--- src/hdl/slc_pkg.sv ---
// constants, types and helpers shared by the link startup control block
package slc_pkg;

   // ************************************************************
   // register offsets and fields
   // ************************************************************
   localparam logic [7:0] ADDR_SPREAD_DIV = 8'h03;
   localparam logic [7:0] ADDR_EQ_BOOST   = 8'h05;
   localparam logic [7:0] ADDR_MISC       = 8'h06;

   localparam int SAWTOOTH_DIVIDER_LSB       = 0;
   localparam int SAWTOOTH_DIVIDER_W         = 6;
   localparam int SPREAD_LSB     = 6;
   localparam int EQ_LSB         = 0;
   localparam int EQ_W           = 4;
   localparam int SLEEP_BIT      = 6;
   localparam int ADDR_SKIP_BIT  = 7;
   localparam int IRQ_STATE_BIT  = 4;
   localparam int IRQ_FORCE_BIT  = 5;

   // ************************************************************
   // reset and strap values
   // ************************************************************
   localparam logic [3:0] EQ_STRAP_HI   = 4'h4;
   localparam logic [3:0] EQ_STRAP_LO   = 4'h9;
   localparam logic [3:0] EQ_CODE_MAX   = 4'hb;
   localparam logic [1:0] SS_STRAP_HI   = 2'h1;
   localparam logic [1:0] SS_STRAP_LO   = 2'h0;
   localparam logic [1:0] SS_PCT2       = 2'h1;
   localparam logic [1:0] SS_PCT4       = 2'h3;
   localparam logic [5:0] SAWTOOTH_DIVIDER_RESET    = 6'h00;
   localparam logic [7:0] MOD_COEFF     = 8'hd0;
   localparam logic [5:0] SAWTOOTH_DIVIDER_MAX_PCT4 = 6'h0f;
   localparam logic [5:0] SAWTOOTH_DIVIDER_MAX_PCT2 = 6'h1e;

   // ************************************************************
   // timing
   // ************************************************************
   localparam int CLK_PERIOD_NS = 10;
   localparam int SLEEP_TIME_MS = 8;
   localparam int SLEEP_CYC     =
      (SLEEP_TIME_MS * 1000000) / CLK_PERIOD_NS;
   localparam logic [1:0] STRAP_DELAY = 2'h2;

   typedef enum logic [2:0] {
      ST_SEARCH,
      ST_LOCKED,
      ST_SLEEP_WAIT,
      ST_ASLEEP,
      ST_WAKE
   } slc_state_t;

   // spread on for 01 and 11 only
   function automatic logic spread_on(input logic [1:0] sel);
      return sel[0];
   endfunction

   function automatic logic spread_wide(input logic [1:0] sel);
      return sel == SS_PCT4;
   endfunction

endpackage

--- src/hdl/slc_link_ctrl.sv ---
// deserializer link startup, sleep, interrupt relay and spread control
module slc_link_ctrl #(
   parameter int SLEEP_CYC = slc_pkg::SLEEP_CYC
) (
   input  wire logic       clk,
   input  wire logic       arst_n,
   input  wire logic       eqDefaultPin,
   input  wire logic       spreadDefaultPin,
   input  wire logic       modeSelectPin,
   input  wire logic       hostSideSel,
   input  wire logic       rateRangePin,
   input  wire logic       irqInPin,
   input  wire logic       serialActivity,
   input  wire logic       serialLocked,
   input  wire logic       wakeupSeen,
   input  wire logic       cfgLinkActive,
   input  wire logic       serialTxEnable,
   input  wire logic       revChanReady,
   input  wire logic       regWrEn,
   input  wire logic       regRdEn,
   input  wire logic [7:0] regAddr,
   input  wire logic [7:0] regWrData,
   input  wire logic       ackSent,
   output logic      [7:0] regRdData,
   output logic            irqTxValid,
   output logic            irqTxLevel,
   output logic      [3:0] eqBoost,
   output logic      [1:0] spreadSel,
   output logic            spreadOn,
   output logic            spreadWide,
   output logic      [5:0] sawtoothDivider,
   output logic            modTick,
   output logic            peripheralAddrSkip,
   output logic            sleepFlag,
   output logic            lowPower,
   output logic            pixelOutEnable,
   output logic            linkLockOut
);

   localparam int TW = $clog2(SLEEP_CYC + 1);
   localparam logic [TW-1:0] TIMER_END = TW'(SLEEP_CYC - 1);

   // ************************************************************
   // pin synchronisers and strap capture
   // ************************************************************
   logic [5:0] pinSync;
   logic       eqPin;
   logic       ssPin;
   logic       msPin;
   logic       hostPin;
   logic       rangePin;
   logic       irqLevel;

   slc_sync #(.WIDTH(6)) uPinSync (
      .clk     (clk),
      .arst_n  (arst_n),
      .async_i ({eqDefaultPin, spreadDefaultPin, modeSelectPin,
                 hostSideSel, rateRangePin, irqInPin}),
      .sync_o  (pinSync)
   );

   assign {eqPin, ssPin, msPin, hostPin, rangePin, irqLevel} = pinSync;

   logic [1:0] strapCnt_q;
   logic       strapDone_q;
   logic       hostSide_q;
   logic       strapLoad;

   // straps are valid once the synchroniser has filled
   assign strapLoad = !strapDone_q && (strapCnt_q == slc_pkg::STRAP_DELAY);

   always_ff @(posedge clk or negedge arst_n) begin
      if (!arst_n) begin
         strapCnt_q  <= 2'h0;
         strapDone_q <= 1'b0;
         hostSide_q  <= 1'b0;
      end else begin
         if (!strapDone_q) begin
            strapCnt_q <= strapCnt_q + 2'h1;
         end
         if (strapLoad) begin
            strapDone_q <= 1'b1;
            hostSide_q  <= hostPin;
         end
      end
   end

   // ************************************************************
   // write staging until acknowledge
   // ************************************************************
   logic       pendValid_q;
   logic [7:0] pendAddr_q;
   logic [7:0] pendData_q;
   logic       applyWr;

   assign applyWr = pendValid_q && ackSent;

   always_ff @(posedge clk or negedge arst_n) begin
      if (!arst_n) begin
         pendValid_q <= 1'b0;
         pendAddr_q  <= 8'h00;
         pendData_q  <= 8'h00;
      end else if (regWrEn) begin
         pendValid_q <= 1'b1;
         pendAddr_q  <= regAddr;
         pendData_q  <= regWrData;
      end else if (ackSent) begin
         pendValid_q <= 1'b0;
      end
   end

   logic wrDiv;
   logic wrEq;
   logic wrMisc;

   assign wrDiv  = applyWr && (pendAddr_q == slc_pkg::ADDR_SPREAD_DIV);
   assign wrEq   = applyWr && (pendAddr_q == slc_pkg::ADDR_EQ_BOOST);
   assign wrMisc = applyWr && (pendAddr_q == slc_pkg::ADDR_MISC);

   // ************************************************************
   // equalizer boost
   // ************************************************************
   logic [3:0] eqBoost_q;
   logic [3:0] eqWrCode;

   assign eqWrCode = pendData_q[slc_pkg::EQ_LSB +: slc_pkg::EQ_W];

   always_ff @(posedge clk or negedge arst_n) begin
      if (!arst_n) begin
         eqBoost_q <= slc_pkg::EQ_STRAP_LO;
      end else if (strapLoad) begin
         eqBoost_q <= eqPin ? slc_pkg::EQ_STRAP_HI
                            : slc_pkg::EQ_STRAP_LO;
      end else if (wrEq && eqWrCode <= slc_pkg::EQ_CODE_MAX) begin
         eqBoost_q <= eqWrCode;
      end
   end

   assign eqBoost = eqBoost_q;

   // ************************************************************
   // spread select and sawtooth divider
   // ************************************************************
   logic [1:0] spreadSel_q;
   logic [5:0] sawtooth_divider_q;

   always_ff @(posedge clk or negedge arst_n) begin
      if (!arst_n) begin
         spreadSel_q <= slc_pkg::SS_STRAP_LO;
         sawtooth_divider_q      <= slc_pkg::SAWTOOTH_DIVIDER_RESET;
      end else if (strapLoad) begin
         spreadSel_q <= ssPin ? slc_pkg::SS_STRAP_HI
                              : slc_pkg::SS_STRAP_LO;
      end else if (wrDiv) begin
         // divider range is software's duty, not clamped here
         spreadSel_q <= pendData_q[slc_pkg::SPREAD_LSB +: 2];
         sawtooth_divider_q      <= pendData_q[slc_pkg::SAWTOOTH_DIVIDER_LSB +: slc_pkg::SAWTOOTH_DIVIDER_W];
      end
   end

   // spread touches only the parallel video clock, never audio
   assign spreadSel       = spreadSel_q;
   assign spreadOn        = slc_pkg::spread_on(spreadSel_q);
   assign spreadWide      = slc_pkg::spread_wide(spreadSel_q);
   assign sawtoothDivider = sawtooth_divider_q;

   logic [13:0] modLimit;
   logic [14:0] modAcc_q;
   logic [14:0] modNext;
   logic        modTick_q;

   assign modLimit = 14'(slc_pkg::MOD_COEFF * sawtooth_divider_q);
   // step is 1 + range pin, so the high range halves the period
   assign modNext  = modAcc_q + 15'h0001 + 15'(rangePin);

   always_ff @(posedge clk or negedge arst_n) begin
      if (!arst_n) begin
         modAcc_q  <= 15'h0000;
         modTick_q <= 1'b0;
      end else if (!spreadOn || sawtooth_divider_q == 6'h00) begin
         modAcc_q  <= 15'h0000;
         modTick_q <= 1'b0;
      end else if (modNext >= {1'b0, modLimit}) begin
         modAcc_q  <= 15'h0000;
         modTick_q <= 1'b1;
      end else begin
         modAcc_q  <= modNext;
         modTick_q <= 1'b0;
      end
   end

   assign modTick = modTick_q;

   // ************************************************************
   // addressing mode and interrupt relay
   // ************************************************************
   logic addrSkip_q;
   logic irqForce_q;

   always_ff @(posedge clk or negedge arst_n) begin
      if (!arst_n) begin
         addrSkip_q <= 1'b0;
         irqForce_q <= 1'b0;
      end else begin
         if (wrEq) begin
            addrSkip_q <= pendData_q[slc_pkg::ADDR_SKIP_BIT];
         end
         if (wrMisc) begin
            irqForce_q <= pendData_q[slc_pkg::IRQ_FORCE_BIT];
         end
      end
   end

   assign peripheralAddrSkip = addrSkip_q;

   logic irqWant;
   logic irqSent_q;
   logic irqTxValid_q;

   assign irqWant = irqLevel || irqForce_q;

   // a mismatch stays pending while the channel is down
   always_ff @(posedge clk or negedge arst_n) begin
      if (!arst_n) begin
         irqSent_q    <= 1'b0;
         irqTxValid_q <= 1'b0;
      end else if (irqWant != irqSent_q && revChanReady) begin
         irqSent_q    <= irqWant;
         irqTxValid_q <= 1'b1;
      end else begin
         irqTxValid_q <= 1'b0;
      end
   end

   assign irqTxValid = irqTxValid_q;
   assign irqTxLevel = irqSent_q;

   // ************************************************************
   // startup and sleep sequencing
   // ************************************************************
   slc_pkg::slc_state_t state_q;
   slc_pkg::slc_state_t prevState_q;
   logic                sleepFlag_q;
   logic [TW-1:0]       timer_q;
   logic                timerDone;
   logic                sleepReq;
   logic                sleepCancel;

   // stale count from the last state must not end a fresh wait
   assign timerDone   = (timer_q >= TIMER_END) && (state_q == prevState_q);
   assign sleepReq    = wrEq && pendData_q[slc_pkg::SLEEP_BIT]
                        && !hostSide_q;
   assign sleepCancel = wrEq && !pendData_q[slc_pkg::SLEEP_BIT];

   always_ff @(posedge clk or negedge arst_n) begin
      if (!arst_n) begin
         timer_q     <= '0;
         prevState_q <= slc_pkg::ST_SEARCH;
      end else begin
         prevState_q <= state_q;
         if (state_q != prevState_q) begin
            timer_q <= '0;
         end else if (!timerDone) begin
            timer_q <= timer_q + TW'(1);
         end
      end
   end

   always_ff @(posedge clk or negedge arst_n) begin
      if (!arst_n) begin
         state_q     <= slc_pkg::ST_SEARCH;
         sleepFlag_q <= 1'b0;
      end else if (strapLoad) begin
         if (!hostPin && msPin) begin
            state_q     <= slc_pkg::ST_ASLEEP;
            sleepFlag_q <= 1'b1;
         end else begin
            state_q     <= slc_pkg::ST_SEARCH;
            sleepFlag_q <= 1'b0;
         end
      end else begin
         unique case (state_q)
            slc_pkg::ST_SEARCH, slc_pkg::ST_LOCKED: begin
               // wake-up pulse is ignored while awake
               if (sleepReq) begin
                  state_q     <= slc_pkg::ST_SLEEP_WAIT;
                  sleepFlag_q <= 1'b1;
               end else if (state_q == slc_pkg::ST_SEARCH) begin
                  if (serialActivity && serialLocked) begin
                     state_q <= slc_pkg::ST_LOCKED;
                  end
               end else if (!serialLocked) begin
                  state_q <= slc_pkg::ST_SEARCH;
               end
            end
            slc_pkg::ST_SLEEP_WAIT: begin
               if (sleepCancel) begin
                  state_q     <= slc_pkg::ST_SEARCH;
                  sleepFlag_q <= 1'b0;
               end else if (!serialActivity || timerDone) begin
                  state_q <= slc_pkg::ST_ASLEEP;
               end
            end
            slc_pkg::ST_ASLEEP: begin
               if (wakeupSeen) begin
                  state_q <= slc_pkg::ST_WAKE;
               end
            end
            slc_pkg::ST_WAKE: begin
               if (serialLocked) begin
                  state_q     <= slc_pkg::ST_LOCKED;
                  sleepFlag_q <= 1'b0;
               end else if (timerDone) begin
                  state_q <= slc_pkg::ST_ASLEEP;
               end
            end
         endcase
      end
   end

   assign sleepFlag = sleepFlag_q;
   assign lowPower  = (state_q == slc_pkg::ST_ASLEEP);

   // ************************************************************
   // parallel output gating
   // ************************************************************
   logic cfgMode;

   // video link enable wins over the configuration link
   assign cfgMode = cfgLinkActive && !serialTxEnable;
   assign pixelOutEnable = (state_q == slc_pkg::ST_LOCKED)
                           && serialTxEnable && !cfgMode;
   assign linkLockOut    = pixelOutEnable;

   // ************************************************************
   // register readback
   // ************************************************************
   logic [7:0] rdData_q;
   logic [7:0] rdMux;

   always_comb begin
      rdMux = 8'h00;
      if (regAddr == slc_pkg::ADDR_SPREAD_DIV) begin
         rdMux = {spreadSel_q, sawtooth_divider_q};
      end else if (regAddr == slc_pkg::ADDR_EQ_BOOST) begin
         rdMux = {addrSkip_q, sleepFlag_q, 2'h0, eqBoost_q};
      end else if (regAddr == slc_pkg::ADDR_MISC) begin
         rdMux[slc_pkg::IRQ_STATE_BIT] = irqLevel;
         rdMux[slc_pkg::IRQ_FORCE_BIT] = irqForce_q;
      end
   end

   always_ff @(posedge clk or negedge arst_n) begin
      if (!arst_n) begin
         rdData_q <= 8'h00;
      end else if (regRdEn) begin
         rdData_q <= rdMux;
      end
   end

   assign regRdData = rdData_q;
endmodule

--- src/hdl/slc_sync.sv ---
// two-flop synchroniser for pin inputs
module slc_sync #(
   parameter int WIDTH = 1
) (
   input  wire logic             clk,
   input  wire logic             arst_n,
   input  wire logic [WIDTH-1:0] async_i,
   output logic      [WIDTH-1:0] sync_o
);

   logic [WIDTH-1:0] meta_q;

   // first stage feeds only the second stage
   always_ff @(posedge clk or negedge arst_n) begin
      if (!arst_n) begin
         meta_q <= '0;
         sync_o <= '0;
      end else begin
         meta_q <= async_i;
         sync_o <= meta_q;
      end
   end

endmodule

--- config.mk ---
export PLATFORM = sky130hd
export DESIGN_NAME = slc_link_ctrl
export DESIGN_NICKNAME = d
export VERILOG_FILES = /design/src/hdl/slc_pkg.sv /design/src/hdl/slc_link_ctrl.sv /design/src/hdl/slc_sync.sv
export SDC_FILE = /design/constraint.sdc
export NUM_CORES = 1
export LEC_CHECK = 0
export BUFFER_PORTS_ARGS = -buffer_cell sky130_fd_sc_hd__buf_2
export CAP_MARGIN = 25
export CORE_ASPECT_RATIO = 1.1
export CORE_UTILIZATION = 40
export DETAILED_ROUTE_END_ITERATION = 6
export SYNTH_ARGS = -nofsm -noshare
export SYNTH_HDL_FRONTEND = slang
export SYNTH_SLANG_ARGS = --single-unit
--- constraint.sdc ---
create_clock -name clk -period 4.79 [get_ports clk]
set_input_delay 0.2395 -clock clk [delete_from_list [all_inputs] [get_ports clk]]
set_output_delay 0.2395 -clock clk [all_outputs]
set_load 0.05 [all_outputs]
* Word level (Yosys, flattened, before mapping)
Index checks and enable logic that the tools add are counted.
** Word-level totals
- Flip-flop bits (word level) :: 100
- Bits in latches :: 0
- Bits in writable memories :: 0
- ROM bits :: 0
- Bits of input ports :: 33
- Output and inout port bits :: 30
- Word-level logic and storage cells :: 130
- Memories :: 0
** Cells by class
- $add $sub $neg :: 4
- $mul :: 1
- Divide/modulo/power cells :: 0
- Order comparisons :: 3
- Eq/ne operators :: 24
- Shift-type cells :: 0
- Mux-type cells :: 38
- Bitwise operators :: 1
- Reductions and logical operators :: 37
** Operators with widths (number)
- two-way mux 20 bit :: 2
- equality test 8 x 3 -> 1 bit, second input constant :: 4
- two-way mux 15 bit :: 2
- two-way mux 3 bit :: 10
- adder 20 x 1 -> 20 bit, second input constant :: 1
- greater-or-equal comparator 20 bit, second input constant :: 1
- equality test 8 x 2 -> 1 bit, second input constant :: 2
- logical AND 1 bit :: 16
- two-way mux 4 bit :: 4
- adder 15 x 1 -> 15 bit :: 1
- adder 15 x 1 -> 15 bit, second input constant :: 1
- greater-or-equal comparator 15 x 14 -> 1 bit :: 1
- two-way mux 2 bit :: 6
- one-hot mux 3 bit (4 select lines) :: 1
- two-way mux 1 bit :: 11
- multiplier 4 x 6 -> 10 bit, first input constant :: 1
- != test 5 bit, second input constant :: 2
- != test 3 bit, second input constant :: 3
- zero test 1 bit :: 8
- two-way mux 8 bit :: 1
- != test 4 bit, second input constant :: 2
- equality test 3 x 2 -> 1 bit, second input constant :: 2
- zero test 6 bit :: 1
- nonzero test 2 bit :: 3
- 19 further kinds :: 22

* Longest topological paths before layout
Gate-level depths: netlist of the first run.
- Depth in word-level cells :: 7
- Mapped depth :: 17
- Depth with buffers taken out :: 16

* By module
From an unflattened synthesis of the first run, not the netlist that was laid out.
** Unflattened totals
- Cells, all modules :: 506
- Area, all modules :: 5255.0 um^2
** By module, submodules not included
- slc_link_ctrl :: times used 1, cells an instance 494, area each 4954.8 um^2, seq. area each 2204.6 um^2
- slc_sync :: times used 1, cells an instance 12, area each 300.3 um^2, seq. area each 300.3 um^2

* Least setup slack after synthesis of the first run
OpenSTA, ideal clock, no wires.
- Path kind :: flip-flop to flip-flop
- Start :: register sawtooth_divider_q[2], in the netlist sawtoothDivider[2]
- End :: register modAcc_q[10]
- Library setup time :: 0.088 ns
- Data arrival time :: 3.927 ns
- Data required time :: 4.702 ns
- Slack :: 0.775 ns
- Stages on the path, launching flop included :: 18
- Path buffers :: 1
- Clock period less this slack :: 4.015 ns
- Path through :: dfrtp_1 -> inv_1 -> ha_1 -> inv_1 -> fa_1 -> inv_1 -> ha_1 -> nor2b_1 -> o21a_1 -> nor2_1 -> xor2_1 -> ha_1 -> and3_1 -> a221o_1 -> a21oi_1 -> o211ai_1 -> clkbuf_1 -> nor3b_1
** On the way
- Word-level cells in the longest chain between the ends :: 4
- Elaborated cells on any way between the ends :: 6
- Classes of those cells :: mul (1); order compare (1); mux (2); reduce/logical (2)
** Ends and longest elaborated chain
- start: declaration :: line slc_link_ctrl.sv:145 : logic [5:0] sawtooth_divider_q;
- start signal: assignment :: line slc_link_ctrl.sv:150 : sawtooth_divider_q <= slc_pkg::SAWTOOTH_DIVIDER_RESET;
- start signal: assignment :: line slc_link_ctrl.sv:157 : sawtooth_divider_q <= pendData_q[slc_pkg::SAWTOOTH_DIVIDER_LSB +: slc_pkg::SAWTOOTH_DIVIDER_W];
- multiplier 4 x 6 -> 10 bit :: line slc_link_ctrl.sv:172 : assign modLimit = 14'(slc_pkg::MOD_COEFF * sawtooth_divider_q);
- greater-or-equal comparator 15 x 14 -> 1 bit :: line slc_link_ctrl.sv:183 : end else if (modNext >= {1'b0, modLimit}) begin
- two-way mux 15 bit :: line slc_link_ctrl.sv:183
- two-way mux 15 bit * :: line slc_link_ctrl.sv:180 : end else if (!spreadOn || sawtooth_divider_q == 6'h00) begin
- end signal: assignment :: line slc_link_ctrl.sv:187 : modAcc_q <= modNext;
- end: declaration :: line slc_link_ctrl.sv:168 : logic [14:0] modAcc_q;
Mark *: on every way between the ends. The rest lies on a longest branch, timed or not.
A chain may end at the register's enable or synchronous reset.

* Worst setup path after layout of the first run
- Start :: register sawtooth_divider_q[2], in the netlist sawtoothDivider[2]
- End :: register modAcc_q[6]
The elaborated chain is that of the path after synthesis.

==> results.py, run 1 <==
metrics = {
    "grt": {
        "grt_max_degree": 56,
        "grt_pass1_wl_um": 17910,
        "overflow": 0,
        "grt_pass1_vias": 3770,
        "antenna_found_initial": 0,
        "grt_use_total": 0.1741,
    },
    "cells_and_area": {
        "syn_to_final_growth_pct": 17.34,
        "multi_input_area_um2": 2455,
        "fill_cells": 1176,
        "num_antenna_cells": 0,
        "seqCellArea_um2": 2505,
        "final_nets": 624,
        "drive_gt1_frac": 0.1929,
        "postLayoutCoreUtil": 0.4787,
    },
    "placement": {
        "io_buffers": 61,
        "place.gp.congestion": 0.7916,
        "dp_hpwl_um": 7493,
    },
    "sta": {
        "layout_min_cycle_time_ns": 4.115,
        "fmax_ghz": 0.2430,
        "final-hold-violation-count": 0,
        "grt_setup_unrepaired": "no",
        "drv_slew": 0,
        "finalClockSkew_ns": 0.006775,
        "period_share": 0.8591,
        "slew-limit-headroom": 0.3292,
        "setup-violations-final": 0,
        "tightest_slew_ns": 1.000,
        "tns_ns": 0,
    },
    "floorplanning": {
        "die_h_um": 120.8,
        "rows": 43,
        "die_x_um": 110.0,
        "pin_count": 63,
        "start_util": 0.4080,
        "die_area_um2": 13300,
        "core-area_um2": 12590,
    },
    "detailed_routing": {
        "route.vias.total": 3661,
        "drt_first_pass_iters": 4,
        "initialDrtViolationCount": 120,
        "post-route-drc-count": 0,
        "wl_um": 10360,
        "post_drt_wl_per_cell_um": 14.45,
        "routed_via_density": 5.106,
        "postRouteAntennaNets": 0,
    },
    "synth": {
        "yosysTopAreaCellShare": 0.4775,
        "synth_fp_nets": 558,
        "synth_cell_types": 55,
        "ys_seq_area_frac": 0.4877,
        "synth_flop_cell": "dfrtp_1",
        "synth_compound_gate_area_share": 0.09428,
        "synthAdderAreaFrac": 0.09208,
        "synth_top_family_by_area": "simple AND/OR/NAND/NOR gates",
        "synth_cells": 489,
        "yosysMostFrequentCell": "dfrtp_1",
        "synth_edf_count": 0,
        "synth.largest_area_cell": "dfrtp_1",
        "yosys.area_share.simple": 0.1732,
        "synth.top_cells.by_count": "dfrtp_1, nor2_1, nand2_1",
        "synthXorXnorAreaFrac": 0.06991,
        "syn_avg_cell_area_um2": 10.50,
        "async_flop_share": 1.000,
        "yosys_warnings": 0,
        "ys_top_cells_by_area": "dfrtp_1, ha_1, nor2_1",
        "ys_ff_latch": 100,
        "synth.area.mux_share": 0.04775,
        "synth_area_um2": 5136,
    },
    "power_and_ir_drop": {
        "ir_worst_vdd_mv": 0.2204,
        "p_leak_nw": 2.823,
        "powerDensity_nw_per_um2": 437.3,
        "p_total_mw": 2.636,
    },
    "setup_path": {
        "max_stage_delay_ns": 0.49,
        "cp_slowest_cell": "fa_1",
        "r2r_end": "modAcc_q[6]",
        "critPathRequiredTime_ns": 5.04,
        "critPathTopFamily": "adder cells",
        "start_kind": "register",
        "critPathKind": "reg -> reg",
        "cp-startpoint": "sawtoothDivider[2]",
        "cp.arrival_ns": 4.36,
        "worstSetupEndpointType": "register",
        "crit_chain": "inv_1 > ha_1 > inv_1 > fa_1 > inv_1 > ha_1 > a21oi_1 > o21bai_1 > a21oi_1 > xor2_1 > ha_1 > and3_1 > a221o_1 > a21oi_1 > o211ai_1 > buf_4 > nor3b_1",
        "worst-r2r-cell-count": 17,
        "crit_fanout": 11,
        "r2r_slack_ns": 0.68,
        "regToRegStartpoint": "sawtoothDivider[2]",
        "path_buf_inv": 4,
    },
    "min_path": {
        "holdPathEnd": "uPinSync.meta_q[1]",
        "min_from": "rateRangePin",
        "hold_depth": 1,
        "hold_path.class": "in -> reg",
    },
    "cts": {
        "htree_levels": 3,
        "clock_latency_ns": 0.34,
        "postCtsSetupBuffers": 0,
        "cts_tree": "yes",
        "clkTransAtPathRegs_ns": 0.07,
        "cts_resized": 0,
        "cts-root-buf": "clkbuf_16",
        "cts_sinks": 100,
        "cts_buffer_depth": 2,
        "cts_buffers": 9,
    },
    "run_status": {
        "status": "finished clean",
    },
    "job": {
        "maxCapViolCount": 0,
    },
}
sequential cells by signal (all words and copies together), names as in the netlist, 2 cells and up:
register / flops
prevState_q: 3
pendData_q: 8
strapCnt_q: 2
timer_q: 20
state_q: 3
eqBoost: 4
sawtoothDivider: 6
spreadSel: 2
uPinSync.sync_o: 6
regRdData: 8
modAcc_q: 15
uPinSync.meta_q: 6
pendAddr_q: 8
final cells by class:
type                    instances  area share
clock buffers                   9     0.03737
clock inverters                 7     0.02450
inverters                      26     0.01619
multi-input cells             346      0.4073
flip-flops and latches        100      0.4156
well taps                     157     0.03259
repair buffers                 72     0.06643
how the worst max path moves through the flow:
stage                               to  slack [ns]  cells after the start
after floorplan           modAcc_q[10]        0.77                     17
after global placement         modTick        0.67                     16
after detailed placement   modAcc_q[3]        0.69                     17
after CTS                  modAcc_q[3]        0.67                     17
after global routing       modAcc_q[3]        0.37                     17
final                      modAcc_q[6]        0.68                     17
per-stage QoR:
step	setup WS [ns]	instance area [um2]	instances	hold WS [ns]
after floorplan	0.7745	5136	489	-0.05609
final	0.6751	6027	717	0.007630
after global routing	0.3685	6027	717	0.002829
after detailed placement	0.6905	5594	695	0.2865
after global placement	0.6660	5577	692	0.2856
after CTS	0.6673	6027	717	0.001615
where the power goes:
part           switching (mW)  internal [mW]
logic                   0.463          0.281
registers              0.0836          0.918
clock network           0.322          0.568
placed cells by master (no fill, tap or decap), types with 4 or more instances in the layout:
master,n
bufinv_16,4
nand4_1,10
o21ai_1,4
clkbuf_16,9
nor3_1,9
a21o_1,5
a21oi_1,18
ha_1,33
nor3b_1,13
xor2_1,21
and2_1,6
inv_1,26
xnor2_1,20
buf_4,4
nand2b_1,8
mux2_2,15
dfrtp_1,98
buf_2,62
dlygate4sd3_1,6
mux2i_1,5
nor2b_1,7
and3_1,8
o21ai_0,17
nand2_1,34
a22oi_1,8
nor2_1,49
nand3_1,17
kinds of logic (layout without fill, tap and decap cells):
| logic type | count (synthesis) | after routing |
|---|---|---|
| AND/OR/NAND/NOR | 174 | 174 |
| other | 1 | 1 |
| multiplexers | 22 | 22 |
| adder cells (fa/ha/maj) | 36 | 36 |
| AO/OA/AOI/OAI | 72 | 72 |
| flip-flops | 100 | 100 |
| buffers and inverters | 43 | 114 |
| XOR/XNOR | 41 | 41 |
layer usage:
metal	track usage	vias to the layer above	part of all wire	wire [um]
li1	-	1821	-	-
met1	0.2302	1765	0.46	4797
met2	0.2793	63	0.48	4984
met3	0.03342	12	0.039	399
met4	0.06917	0	0.017	177
met5	0	-	0	0
what timing repair did:
action,CTS,global route
hold buffers,6,0
endpoints found under the hold margin,50,0
setup endpoints to repair,0,0
Power figures use the tool's default switching activity.
==> run 2, diff against run 1 <==
CELL_PAD_IN_SITES_DETAIL_PLACEMENT = 1   (was default)
CELL_PAD_IN_SITES_GLOBAL_PLACEMENT = 1   (was default)
PLACE_DENSITY_LB_ADDON = 0.1   (was default)
==> run 2 against run 1 <==
Cell area decreased by 0.60%. Via count increased by 2.3%. Clock power decreased by 20%. Worst setup slack improved by 0.13 ns. Register-to-register slack improved by 0.13 ns. Non-clock buffer count increased by 4. Critical path type unchanged. Largest cell class unchanged. Flip-flop and latch count unchanged. Final cell count increased by 0.56%.
==> results.py, run 2 (synthesis gave the netlist of run 1 again) <==
metrics = {
    "detailed_routing": {
        "drt_first_pass_iters": 6,
        "met2_length_um": 5709,
        "post_drt_wl_per_cell_um": 16.17,
        "wl_um": 11660,
        "met3_length_um": 310,
        "postRouteAntennaNets": 0,
        "wl_met1_um": 5489,
        "top_layer": "met4",
        "post-route-drc-count": 0,
        "routed_via_density": 5.193,
        "initialDrtViolationCount": 79,
        "route.vias.total": 3744,
    },
    "sta": {
        "layout_min_cycle_time_ns": 3.989,
        "period_share": 0.8329,
        "setup-violations-final": 0,
        "grt_setup_unrepaired": "no",
        "final-hold-violation-count": 0,
        "tns_ns": 0,
        "fmax_ghz": 0.2507,
        "tightest_slew_ns": 0.8324,
        "slew-limit-headroom": 0.4435,
        "finalClockSkew_ns": 0.007713,
        "drv_slew": 0,
    },
    "placement": {
        "dp_hpwl_um": 8339,
        "place.gp.congestion": 0.7657,
        "io_buffers": 61,
    },
    "setup_path": {
        "path_buf_inv": 4,
        "critPathRequiredTime_ns": 5.05,
        "crit_chain": "inv_1 > ha_1 > inv_1 > fa_1 > inv_1 > ha_1 > a21oi_1 > o21bai_1 > a21oi_1 > xor2_1 > ha_1 > and3_1 > a221o_1 > a21oi_1 > o211ai_1 > buf_4 > nor3b_1",
        "regToRegStartpoint": "sawtoothDivider[3]",
        "crit_fanout": 11,
        "max_stage_delay_ns": 0.50,
        "cp.arrival_ns": 4.25,
        "cp-startpoint": "sawtoothDivider[3]",
        "critPathTopFamily": "adder cells",
        "critPathKind": "reg -> reg",
        "start_kind": "register",
        "cp_slowest_cell": "fa_1",
        "worstSetupEndpointType": "register",
    },
    "cts": {
        "cts_hold_buf": 6,
        "clkTransAtPathRegs_ns": 0.07,
        "clock_latency_ns": 0.35,
        "cts-root-buf": "clkbuf_16",
        "cts_buffers": 9,
        "cts_tree": "yes",
        "cts_sinks": 100,
        "cts_buffer_depth": 2,
        "cts_resized": 0,
        "postCtsSetupBuffers": 0,
        "htree_levels": 3,
    },
    "cells_and_area": {
        "drive_gt1_frac": 0.1950,
        "reg.largest.list": "timer_q x20, modAcc_q x15",
        "largest_reg_flops": 20,
        "fill_cells": 1425,
        "syn_to_final_growth_pct": 16.64,
        "final_nets": 628,
        "final_cell_mix": "dfrtp_1, buf_2, nor2_1",
        "regMostFlops": "timer_q",
        "final_common_cell": "dfrtp_1",
        "num_antenna_cells": 0,
    },
    "grt": {
        "grt_pass1_vias": 3979,
        "antenna_found_initial": 0,
        "grt_use_total": 0.1951,
        "grt_max_degree": 71,
        "overflow": 0,
        "grt_pass1_wl_um": 19820,
    },
    "floorplanning": {
        "die_x_um": 110.0,
        "pin_count": 63,
        "start_util": 0.4080,
        "core-area_um2": 12590,
        "die_h_um": 120.8,
        "die_area_um2": 13300,
        "rows": 43,
    },
    "min_path": {
        "min_from": "revChanReady",
        "hold_path.class": "in -> reg",
    },
    "power_and_ir_drop": {
        "p_total_mw": 2.468,
        "powerDensity_nw_per_um2": 411.9,
        "ir_worst_vdd_mv": 0.2198,
        "p_leak_nw": 2.813,
    },
    "job": {
        "maxCapViolCount": 0,
    },
    "run_status": {
        "status": "finished clean",
    },
}
[run 2: changes by cell type in the layout (fill, tap and decap cells not counted), sizes merged]
cell / previous run / this run
buf: 66 / 69
bufinv: 4 / 0
inv: 27 / 28
dlygate4sd3: 6 / 7
clkbuf: 9 / 12
[run 2: worst paths after layout]
| kind | to | slack [ns] | cells past startpoint |
|---|---|---|---|
| worst min register to register | uPinSync.sync_o[0] | 0.35 | 0 |
| worst max-delay path | modAcc_q[5] | 0.80 | 17 |
| min in group asynchronous | modAcc_q[11] | 0.22 | 2 |
| worst min-delay path | irqTxLevel | 0.09 | 2 |
| max in group asynchronous | eqBoost[3] | 3.56 | 4 |
| worst max register to register | modAcc_q[5] | 0.80 | 17 |
[run 2: through the flow]
step	utilization	setup WS (ns)	hold slack [ns]	instance area, um2	cells
2_1_floorplan	-	0.7745	-0.05609	5136	489
3_3_place_gp	0.4430	0.5884	0.3336	5577	692
3_5_place_dp	0.4445	0.7456	0.3379	5597	695
4_1_cts	0.4721	0.7253	0.06799	5943	717
5_1_grt	0.4759	0.4567	0.08917	5991	721
6_report	0.4759	0.8006	0.09460	5991	721
[run 2: layout make-up]
cell class / instances / area [um2] / area share
clock inverters: 4 / 30.03 / 0.005013
well taps: 157 / 196.4 / 0.03279
inverters: 26 / 97.59 / 0.01629
flip-flops and latches: 100 / 2505 / 0.4181
clock buffers: 12 / 256.5 / 0.04282
multi-input cells: 346 / 2455 / 0.4098
repair buffers: 76 / 450.4 / 0.07519
[run 2: routing by layer]
layer | global-route usage | vias to the layer above
met1 | 0.2582 | 1863
met2 | 0.3211 | 46
met5 | 0 | -
met4 | 0.06250 | 0
met3 | 0.03450 | 11
li1 | - | 1824
[run 2: power by group]
group | total, mW | internal (mW) | switching [mW]
clock network | 0.711 | 0.384 | 0.327
logic | 0.751 | 0.284 | 0.467
registers | 1.01 | 0.918 | 0.0872
[run 2: worst reg2reg max path: cells and delay by family, from the launching register on]
family | cells | cell delay (ns)
adders and majority gates | 4 | 1.35
AOI/OAI and AO/OA | 6 | 1.13
DFF | 1 | 0.48
buffers and inverters | 4 | 0.44
and+or+nand+nor | 2 | 0.35
xor gates and xnor gates | 1 | 0.16
==> run 3, diff against run 2 <==
clock period = 4.05 ns   (was 4.79 ns; I/O delays follow)
==> run 3 against run 2 <==
Clock power is 16% higher. Critical path depth is the same. Clock-buffer cell count fell by 1. Via count increased by 0.83%. Utilization rose by 0.099 points. Routed wire length fell by 1.2%. Clock skew is 0.00094 ns lower. Largest power group unchanged.
==> results.py, run 3 (synthesis gave the netlist of run 1 again) <==
metrics = {
    "setup_path": {
        "start_kind": "register",
        "r2r_slack_ns": 0.22,
        "critPathKind": "reg -> reg",
        "r2r_end": "modAcc_q[5]",
        "cp-startpoint": "sawtoothDivider[2]",
        "regToRegStartpoint": "sawtoothDivider[2]",
        "critPathRequiredTime_ns": 4.30,
        "crit_path_end": "modAcc_q[5]",
        "crit_fanout": 15,
        "cp.arrival_ns": 4.08,
        "worst-r2r-cell-count": 17,
        "worstSetupEndpointType": "register",
    },
    "cells_and_area": {
        "regMostFlops": "timer_q",
        "postLayoutCoreUtil": 0.4768,
        "fill_cells": 1428,
        "syn_to_final_growth_pct": 16.88,
        "largest_reg_flops": 20,
        "final_cell_mix": "dfrtp_1, buf_2, nor2_1",
        "final_nets": 629,
        "num_antenna_cells": 0,
        "drive_gt1_frac": 0.2000,
        "final_common_cell": "dfrtp_1",
        "reg.largest.list": "timer_q x20, modAcc_q x15",
    },
    "sta": {
        "drv_slew": 0,
        "finalClockSkew_ns": 0.006769,
        "grt_setup_unrepaired": "no",
        "tightest_slew_ns": 1.027,
        "period_share": 0.9455,
        "tns_ns": 0,
        "fmax_ghz": 0.2611,
        "setup_ws_ns": 0.2207,
        "setup-violations-final": 0,
        "hold_slack_ns": 0.04617,
        "final-hold-violation-count": 0,
        "layout_min_cycle_time_ns": 3.829,
        "slew-limit-headroom": 0.3113,
    },
    "detailed_routing": {
        "post-route-drc-count": 0,
        "post_drt_wl_per_cell_um": 15.95,
        "drt_first_pass_iters": 5,
        "routed_via_density": 5.229,
        "postRouteAntennaNets": 0,
        "wl_um": 11520,
        "initialDrtViolationCount": 133,
        "route.vias.total": 3775,
    },
    "min_path": {
        "hold_path.class": "in -> reg",
    },
    "grt": {
        "grt_pass1_wl_um": 19180,
        "grt_use_total": 0.1896,
        "grt_max_degree": 75,
        "antenna_found_initial": 0,
        "grt_pass1_vias": 3904,
        "overflow": 0,
    },
    "power_and_ir_drop": {
        "clkPwrFrac": 0.283,
        "p_leak_nw": 2.803,
        "swShare": 0.3609,
        "power_frac_comb": 0.311,
        "powerDensity_nw_per_um2": 485.8,
        "p_switching_mw": 1.053,
        "ir_worst_vdd_mv": 0.2615,
        "power.internal_mw": 1.864,
        "seqPwrFrac": 0.407,
        "p_total_mw": 2.916,
    },
    "floorplanning": {
        "core-area_um2": 12590,
        "start_util": 0.4080,
        "rows": 43,
        "die_h_um": 120.8,
        "die_x_um": 110.0,
        "die_area_um2": 13300,
        "pin_count": 63,
    },
    "cts": {
        "cts_buffers": 9,
        "clkTransAtPathRegs_ns": 0.07,
        "cts_sinks": 100,
        "cts_tree": "yes",
        "htree_levels": 3,
        "cts_buffer_depth": 2,
        "cts-root-buf": "clkbuf_16",
        "clock_latency_ns": 0.35,
    },
    "placement": {
        "dp_hpwl_um": 8352,
        "place.gp.congestion": 0.7574,
        "pre_cts_slack_ns": 0.1273,
        "io_buffers": 61,
    },
    "run_status": {
        "status": "finished clean",
    },
    "job": {
        "maxCapViolCount": 0,
    },
}
run 3: changes by cell type in the layout (fill, tap and decap cells not counted), sizes merged:
cell / previous run / this run
buf: 69 / 70
clkbuf: 12 / 11
clkinvlp: 1 / 3
inv: 28 / 27
run 3: metrics by stage:
step	instance area (um2)	std cells
after floorplan	5136	489
after global placement	5607	696
after detailed placement	5607	696
after CTS	5946	718
after global routing	6003	722
final	6003	722
run 3: worst max-delay path: stages, from the launching register on:
cell and delay [ns]:
dfrtp_2 0.42, inv_1 0.07, ha_1 0.27, inv_1 0.05, fa_1 0.50, inv_1 0.04, ha_1 0.34, nor2b_1 0.15
o21a_1 0.17, nor2_1 0.11, xor2_1 0.17, ha_1 0.26, and3_1 0.20, a221o_1 0.31, a21oi_1 0.15, o211ai_1 0.10
buf_4 0.21, nor3b_1 0.20
run 3: worst min path at each step:
stage	from	cells after the start	end	slack, ns
2_1_floorplan	arst_n	0	eqBoost[1]	-0.09
3_3_place_gp	eqDefaultPin	1	uPinSync.meta_q[5]	0.31
3_5_place_dp	eqDefaultPin	1	uPinSync.meta_q[5]	0.31
4_1_cts	revChanReady	2	irqTxLevel	0.03
5_1_grt	revChanReady	2	irqTxLevel	0.07
6_report	revChanReady	2	irqTxLevel	0.05
run 3: final cells by class:
cell class	count	area [um2]	area share
Multi-Input combinational cell	346	2459	0.4095
Inverter	26	97.59	0.01626
Tap cell	157	196.4	0.03272
Sequential cell	100	2506	0.4175
Clock inverter	5	36.28	0.006044
Clock buffer	11	242.7	0.04043
Timing Repair Buffer	77	465.4	0.07753
run 3: metal layers:
layer,routed length (um),part of all wire,vias to the layer above,global-route usage
met1,5336,0.46,1896,0.2452
met5,0,0,-,0
met3,345,0.030,11,0.03235
met2,5652,0.49,49,0.3148
met4,185,0.016,0,0.07000
li1,-,-,1819,-
run 3: what timing repair did:
| item | CTS | global route |
|---|---|---|
| setup buffers | 0 | 2 |
| hold buffers | 6 | 1 |
| endpoints found under the hold margin | 6 | 12 |
| setup endpoints to repair | 0 | 15 |
| resized for setup | 0 | 2 |
run 3: power groups by stage:
stage               logic (mW)  registers (mW)  clock network (mW)
floorplan                0.634            1.25                   0
global placement         0.878            1.20                   0
detailed placement       0.907            1.21                   0
CTS                      0.916            1.19               0.854
global route              1.02            1.20               0.881
finish                   0.906            1.19               0.824
